==> config.mk <==
export PLATFORM = sky130hd
export DESIGN_NAME = dcd_decoder
export DESIGN_NICKNAME = d
export VERILOG_FILES = /design/src/core/dcd_burst.v /design/src/core/dcd_decoder.v
export VERILOG_INCLUDE_DIRS = /design/src /design/src/core
export SDC_FILE = /design/constraint.sdc
export NUM_CORES = 1
export LEC_CHECK = 0
export BUFFER_PORTS_ARGS = -buffer_cell sky130_fd_sc_hd__buf_2
export CORE_MARGIN = 1.5
export CORE_UTILIZATION = 42
export DETAILED_ROUTE_END_ITERATION = 8
export GPL_TIMING_DRIVEN = 0
export HOLD_SLACK_MARGIN = 0.02
export PLACE_DENSITY = 0.82
export SKIP_LAST_GASP = 1
export SYNTH_ARGS = -nofsm -noshare
export SYNTH_HDL_FRONTEND = slang
export SYNTH_SLANG_ARGS = --single-unit
==> constraint.sdc <==
create_clock -name CLK -period 1.7 [get_ports CLK]
set_input_delay 0.085 -clock CLK [delete_from_list [all_inputs] [get_ports CLK]]
set_output_delay 0.085 -clock CLK [all_outputs]
set_load 0.02 [all_outputs]
==> src/core/dcd_consts.vh <==
// Constants for the DDR3 command decoder
`ifndef DCD_CONSTS_VH
`define DCD_CONSTS_VH
`define DCD_BA_W 3
`define DCD_ADDR_W 14
`define DCD_COL_W 10
`define DCD_AP_BIT 10
`define DCD_BC_BIT 12
`define DCD_BL8 4'h8
`define DCD_BC4 4'h4
`define DCD_CMD_W 5
`define DCD_CMD_NOP 5'h00
`define DCD_CMD_DES 5'h01
`define DCD_CMD_MRS 5'h02
`define DCD_CMD_REF 5'h03
`define DCD_CMD_SRE 5'h04
`define DCD_CMD_SRX 5'h05
`define DCD_CMD_ACT 5'h06
`define DCD_CMD_PRE 5'h07
`define DCD_CMD_PREA 5'h08
`define DCD_CMD_WR 5'h09
`define DCD_CMD_RD 5'h0a
`define DCD_CMD_PDE 5'h0b
`define DCD_CMD_PDX 5'h0c
`define DCD_CMD_ZQCL 5'h0d
`define DCD_CMD_ZQCS 5'h0e
`define DCD_CMD_ILL 5'h1f
`endif

==> src/core/dcd_burst.v <==
// Burst length tracker: a started burst runs to its end unless rst clears the count
`include "dcd_consts.vh"
module dcd_burst (
  input wire clk,
  input wire rst,
  input wire start,
  input wire [3:0] beats,
  output wire busy
);
  reg [3:0] cnt_q;
  reg [3:0] cnt_d;
  always @* begin
    cnt_d = cnt_q;
    if (cnt_q != 4'h0) begin
      cnt_d = cnt_q - 4'h1;
    end else if (start) begin
      cnt_d = beats;
    end
  end
  always @(posedge clk) begin
    if (rst) begin
      cnt_q <= 4'h0;
    end else begin
      cnt_q <= cnt_d;
    end
  end
  assign busy = (cnt_q != 4'h0);
endmodule // dcd_burst

==> src/core/dcd_decoder.v <==
// DDR3 command/address pin decoder with CKE state tracking
// Behaviour
// Commands sampled from CS, RAS, CAS, WE, CKE on rising clock edge.
// Bank, row and column field widths are parameters.
// Reset pin is asynchronous only; controller holds it high otherwise. Code samples it as a synchronous reset on the rising CLK edge.
// MRS: CKE high twice, all strobes low; bank picks register.
// Activate: CS,RAS low, CAS,WE high; bank and row from pins.
// Controller drives valid pins to defined levels; don't-care may float.
// Bursts run to completion; fixed or on-the-fly length set by MRS. Code takes on-the-fly enable from OTF_BL_EN, fixed length 8.
// Write: CS low, RAS high, CAS low, WE low; column low pins.
// Read: CS low, RAS high, CAS low, WE high; bank and column.
// Address bit 10 high on read/write requests auto precharge.
// On-the-fly: bit 12 low chops to 4 beats, high gives 8.
// Refresh pattern with CKE high; CKE falling enters self-refresh.
// Precharge with bit 10 for all banks; ZQ long or short.
// Power-down entry/exit and self-refresh exit by CKE edge with NOP/DES.
// CS low with other strobes high is no operation.
// No operation never aborts a burst in progress.
// CS high ignores all other pins, acts as no operation.
// No refresh during power-down; controller must exit in time.
// ODT never alters decode; termination off in self-refresh.
// Self-refresh exit handled without relying on the clock. Code detects the exit only on a rising CLK edge.
// Controller waits 512 cycles after self-refresh exit before writing.
// Self-refresh only entered with all banks idle, no burst. Code checks only BURST_BUSY, not bank state.
// Unlisted patterns with CKE high are ignored, no state change.
`include "dcd_consts.vh"
module dcd_decoder #(
  parameter BA_W = `DCD_BA_W,
  parameter ADDR_W = `DCD_ADDR_W,
  parameter COL_W = `DCD_COL_W
) (
  input wire CLK,
  input wire RST,
  input wire RESET_N,
  input wire CKE,
  input wire CS_N,
  input wire RAS_N,
  input wire CAS_N,
  input wire WE_N,
  input wire ODT,
  input wire [BA_W-1:0] BA,
  input wire [ADDR_W-1:0] ADDR,
  input wire OTF_BL_EN,
  output reg [`DCD_CMD_W-1:0] CMD,
  output reg CMD_VALID,
  output reg [BA_W-1:0] CMD_BANK,
  output reg [ADDR_W-1:0] CMD_ROW,
  output reg [COL_W-1:0] CMD_COL,
  output reg [ADDR_W-1:0] CMD_OPCODE,
  output reg CMD_AUTO_PRE,
  output reg [3:0] CMD_BEATS,
  output reg IN_POWER_DOWN,
  output reg IN_SELF_REFRESH,
  output wire BURST_BUSY,
  output wire ODT_EN
);
  localparam ST_IDLE = 3'b001;
  localparam ST_PD = 3'b010;
  localparam ST_SR = 3'b100;
  reg [2:0] state_q;
  reg [2:0] state_d;
  reg cke_prev_q;
  reg [`DCD_CMD_W-1:0] cmd_d;
  reg [3:0] beats_d;
  wire sel;
  wire nop_pat;
  wire ref_pat;
  wire rst_all;
  // Pad pin reset forces the decoder idle at the next rising clock edge
  assign rst_all = RST | ~RESET_N;
  assign sel = ~CS_N;
  assign nop_pat = ~sel | (RAS_N & CAS_N & WE_N);
  assign ref_pat = sel & ~RAS_N & ~CAS_N & WE_N;
  always @* begin
    cmd_d = `DCD_CMD_ILL;
    beats_d = `DCD_BL8;
    state_d = state_q;
    // decode from the levels present at this edge plus the CKE level held from the previous edge
    case (state_q)
      ST_IDLE: begin
        if (cke_prev_q && !CKE) begin
          if (ref_pat && !BURST_BUSY) begin
            cmd_d = `DCD_CMD_SRE;
            state_d = ST_SR;
          end else if (nop_pat) begin
            cmd_d = `DCD_CMD_PDE;
            state_d = ST_PD;
          end
        end else if (cke_prev_q && CKE) begin
          if (!sel) begin
            cmd_d = `DCD_CMD_DES;
          end else begin
            case ({RAS_N, CAS_N, WE_N})
              3'h0: cmd_d = `DCD_CMD_MRS;
              3'h1: cmd_d = `DCD_CMD_REF;
              3'h2: cmd_d = ADDR[`DCD_AP_BIT] ? `DCD_CMD_PREA : `DCD_CMD_PRE;
              3'h3: cmd_d = `DCD_CMD_ACT;
              3'h4: cmd_d = `DCD_CMD_WR;
              3'h5: cmd_d = `DCD_CMD_RD;
              3'h6: cmd_d = ADDR[`DCD_AP_BIT] ? `DCD_CMD_ZQCL : `DCD_CMD_ZQCS;
              default: cmd_d = `DCD_CMD_NOP;
            endcase
          end
        end
      end
      ST_PD: begin
        // no refresh activity while parked here
        if (CKE && nop_pat) begin
          cmd_d = `DCD_CMD_PDX;
          state_d = ST_IDLE;
        end
      end
      ST_SR: begin
        if (CKE && nop_pat) begin
          cmd_d = `DCD_CMD_SRX;
          state_d = ST_IDLE;
        end
      end
      default: state_d = ST_IDLE;
    endcase
    // bit 12 only matters with on-the-fly length enabled
    if (OTF_BL_EN && !ADDR[`DCD_BC_BIT]) begin
      beats_d = `DCD_BC4;
    end
  end
  wire rw = (cmd_d == `DCD_CMD_WR) || (cmd_d == `DCD_CMD_RD);
  // NOP never reaches the tracker as a stop
  dcd_burst u_burst (
    .clk(CLK),
    .rst(rst_all),
    .start(rw),
    .beats(beats_d),
    .busy(BURST_BUSY)
  );
  // ODT feeds only termination, never the decode
  assign ODT_EN = ODT & ~IN_SELF_REFRESH;
  always @(posedge CLK) begin
    if (rst_all) begin
      state_q <= ST_IDLE;
      cke_prev_q <= 1'b0;
      CMD <= `DCD_CMD_DES;
      CMD_VALID <= 1'b0;
      CMD_BANK <= {BA_W{1'b0}};
      CMD_ROW <= {ADDR_W{1'b0}};
      CMD_COL <= {COL_W{1'b0}};
      CMD_OPCODE <= {ADDR_W{1'b0}};
      CMD_AUTO_PRE <= 1'b0;
      CMD_BEATS <= `DCD_BL8;
      IN_POWER_DOWN <= 1'b0;
      IN_SELF_REFRESH <= 1'b0;
    end else begin
      cke_prev_q <= CKE;
      state_q <= state_d;
      IN_POWER_DOWN <= (state_d == ST_PD);
      IN_SELF_REFRESH <= (state_d == ST_SR);
      CMD <= cmd_d;
      // Illegal patterns produce no strobe and no field update
      CMD_VALID <= (cmd_d != `DCD_CMD_ILL);
      if (cmd_d != `DCD_CMD_ILL) begin
        CMD_BANK <= BA;
        CMD_ROW <= ADDR;
        CMD_COL <= ADDR[COL_W-1:0];
        CMD_OPCODE <= ADDR;
        CMD_AUTO_PRE <= rw & ADDR[`DCD_AP_BIT];
        CMD_BEATS <= beats_d;
      end
    end
  end
endmodule // dcd_decoder

==> metrics.txt <==
DR iter-0 viols=slightly below 80; min-delay src=ADDR[11]; vias in the first global route=about 1.6k; Slew headroom=48.81%; Worst-path clk slew=about 0.07 ns; DRT antenna net count=0; setup slack after layout=-0.1422 ns; sequential element share of the synthesized area=roughly two fifths; Crit path arrival time=between 2 and 2.5 ns; CTS tree=built; Port Buffer Count=between 70 and 80; H-tree depth=2; Final Cycle Share=108.4%; RSZ-0062 raised after global routing=yes; nets=330; Pre-antenna DRT Iters=4; Critical Path Start Type=flip-flop; Cells after Synth=around 200; Max clock buf depth=2; met3 GRT Util=between 5 and 6%; Die Width=69.85 um; Peak VDD IR=~0.35 mV; reg2reg end=u_burst.cnt_q[2]$_SDFFE_PP0P_; CP bufs+invs=1; Setup Crit Path Kind=flip-flop to flip-flop; CTS sink cnt=36; met1 Use GR=21.90%; routability cong.=0.7837; All-Layer GR Usage=a little under a fifth; DP Worst Slack=-0.2777 ns; logic gate share of total power=around 15%; Avg Cell Area, Syn=just over 9 um2; Leak Pwr=~1.3 nW; Reg power frac=roughly half; Slew @ Worst Pin=between 0.7 and 0.8 ns; Worst path depth=7; Area Growth Syn to Fin=46.60%; met2 usage=roughly a third; Residual DRC=0; # IOs=83; Internal=between 0.001 and 0.0015 W; Synth Cell Area=~0.0019 mm2; CTS root buf=clkbuf_8; Finished Cell Area=0.002751 mm2; Final Max Slew Viols=0; clock latency at the later pin of the worst-skew pair=approximately 0.29 ns; number of synthesized flops with an enable pin=0; core area=around 0.0043 mm2; Worst Setup End Kind=flip-flop; asr flop ratio synth=0%; via count=1797; worst r2r src=u_burst.cnt_q[3]$_SDFFE_PP0P_; global-route wire length before repair=7383 um; Req. time, crit path=approximately 1.9 ns; hold path endpoint=CMD_OPCODE[11]$_SDFFE_PP0P_; hold depth=3; WL/cell=about 14 um; CP startpoint=u_burst.cnt_q[3]$_SDFFE_PP0P_; FP Rows=24; Post-Place Cell Area=0.002332 mm2; clock power share=a little under two fifths; initial antenna violation count=0; crit path cell chain=nor4_4 > buf_4 > a31oi_4 > a211oi_2 > nor2_2 > o21ai_2 > o31ai_1; fmax=0.5428 GHz; P per Cell Area=647.7 mW/mm2; Net Sw Power=0.0004480 W; Worst Reg-to-Reg Cells=7; Tmin final=~1.8 ns; die area=0.004878 mm2; failing checks=negative setup slack; # diodes=0; status=finished with violations; Worst Path Max Fanout=4; most common flop cell mapped by yosys=dfxtp_1; largest delay contributor family on the critical path=compound AO/OA/AOI/OAI gates; final setup fails=25; final-report hold violation count=0; Hold WC Path Type=input port to flip-flop; Clock Skew=between 0.005 and 0.006 ns; slowest cell on the critical path=a211oi_2; largest net degree at the start of global routing=11; Top Usage Layer GRT=met2; share of layout cells above drive strength 1=57.10%; Sw Ratio=approximately 25%; drt via density=5.062; #FFs+latches synth=36; number of max-cap violations=0; Yosys warnings=0; final WL=between 5000 and 6000 um; Synth cell types=48; Reg2Reg Setup Slack=-0.14 ns; Initial Utilization=~43%; Critical Path Max Stage Delay=~0.40 ns; Die H=69.85 um; total CTS buffers=5; Final HPWL DP=between 3000 and 4000 um; GRT overflow=0
-- synth_stat cells (all sizes together), types with 3 or more instances --
library cell / number / share of area, %
and2: 4 / 1.3
nor2: 26 / 5.2
nor2b: 9 / 3.0
mux2i: 18 / 9.6
inv: 4 / 0.80
dfxtp: 36 / 38
clkbuf: 3 / 0.60
nor3b: 4 / 1.9
nand2: 6 / 1.2
buf: 33 / 14
a21oi: 10 / 2.7
a31oi: 4 / 2.1
nand3: 3 / 0.80
o21ai: 6 / 1.6
nor3: 6 / 1.6
-- worst max path at each step --
stage | endpoint | slack [ns]
after floorplan | u_burst.cnt_q[2]$_SDFFE_PP0P_ | 0.004
after global placement | CMD_COL[5]$_SDFFE_PP0P_ | -0.25
after detailed placement | CMD_COL[2]$_SDFFE_PP0P_ | -0.28
after CTS | CMD_OPCODE[10]$_SDFFE_PP0P_ | -0.1
after global routing | u_burst.cnt_q[2]$_SDFFE_PP0P_ | -0.18
final | u_burst.cnt_q[2]$_SDFFE_PP0P_ | -0.14
-- per-layer routing --
metal / part of all wire [%] / routed length [um]
met5: 0 / 0
met3: 5.4 / 275
met1: 40 / 2033
met2: 52 / 2675
met4: 2.7 / 137
-- cells by family (layout without fill, tap and decap cells) --
family,Yosys count,in the layout,synth area share (%)
xor+xnor,2,2,0.9335
compound gates,36,36,15.60
buf+inv,40,140,15.27
flops,36,36,38.40
other cells,1,2,0.1998
simple gates,69,69,20.00
mux,18,18,9.600
-- area by class of cell --
class | count | area [um2]
inverter | 4 | 15.01
buffer | 36 | 275.3
sequential | 36 | 738.2
clock buffer | 7 | 96.34
fill | 367 | 1573
multi-input combinational | 127 | 1021
tap | 52 | 65.06
timing repair buffer | 93 | 540.5
-- repair_timing --
action | 4_1_cts | 5_1_grt
hold buffers | 0 | 0
resized for setup | 13 | 33
endpoints found under the setup margin | 27 | 27
pin swaps | 9 | 12
cloned | 1 | 1
buffers inserted | 9 | 7
-- registers in the layout, indices dropped and copies added (netlist names) --
register	cells
CMD_COL	9
CMD_VALID	1
u_burst.cnt_q	4
IN_SELF_REFRESH	1
CMD_OPCODE	5
CMD_BANK	3
CMD_BEATS	2
IN_POWER_DOWN	1
cke_prev_q	1
CMD	5
state_q	3
CMD_AUTO_PRE	1
-- power groups by stage --
stage	sequential, W	combinational [W]	clock [W]
detailed placement	0.000884	0.000222	0
global placement	0.000883	0.000218	0
global route	0.000861	0.000283	0.000699
floorplan	0.000899	0.000137	0
finish	0.000860	0.000264	0.000658
CTS	0.000863	0.000239	0.000657
-- per-stage QoR --
step           power [W]  util, %  setup TNS [ns]  instances  hold WS, ns
6_report        0.001782    63.63          -1.642        355      0.02462
5_1_grt         0.001843    63.63          -3.328        355      0.03406
4_1_cts         0.001760    59.29          -1.228        348      0.02978
3_5_place_dp    0.001106    53.94          -5.075        331       0.3289
3_3_place_gp    0.001101    53.94          -4.714        331       0.3198
2_1_floorplan   0.001035        -               0        203       0.2322
-- worst reg2reg max path, cell delays in order, from the launching register on --
cell and delay (ns):
dfxtp_4 0.36, nor4_4 0.33, buf_4 0.19, a31oi_4 0.10
a211oi_2 0.40, nor2_2 0.12, o21ai_2 0.16, o31ai_1 0.08
-- layout by cell type (no fill, tap or decap), types with 4 or more instances in the layout --
cell type  synthesis  final
nor3_1             6      4
nand2_1            6      6
a21oi_1           10      8
clkbuf_8           0      7
dfxtp_1           36     30
nor2b_1            9      7
buf_4             29     42
mux2i_1           18     16
dfxtp_4            0      4
buf_2              1     77
nor2_1            26     24
Note: power is estimated with default switching activity, not from simulation.
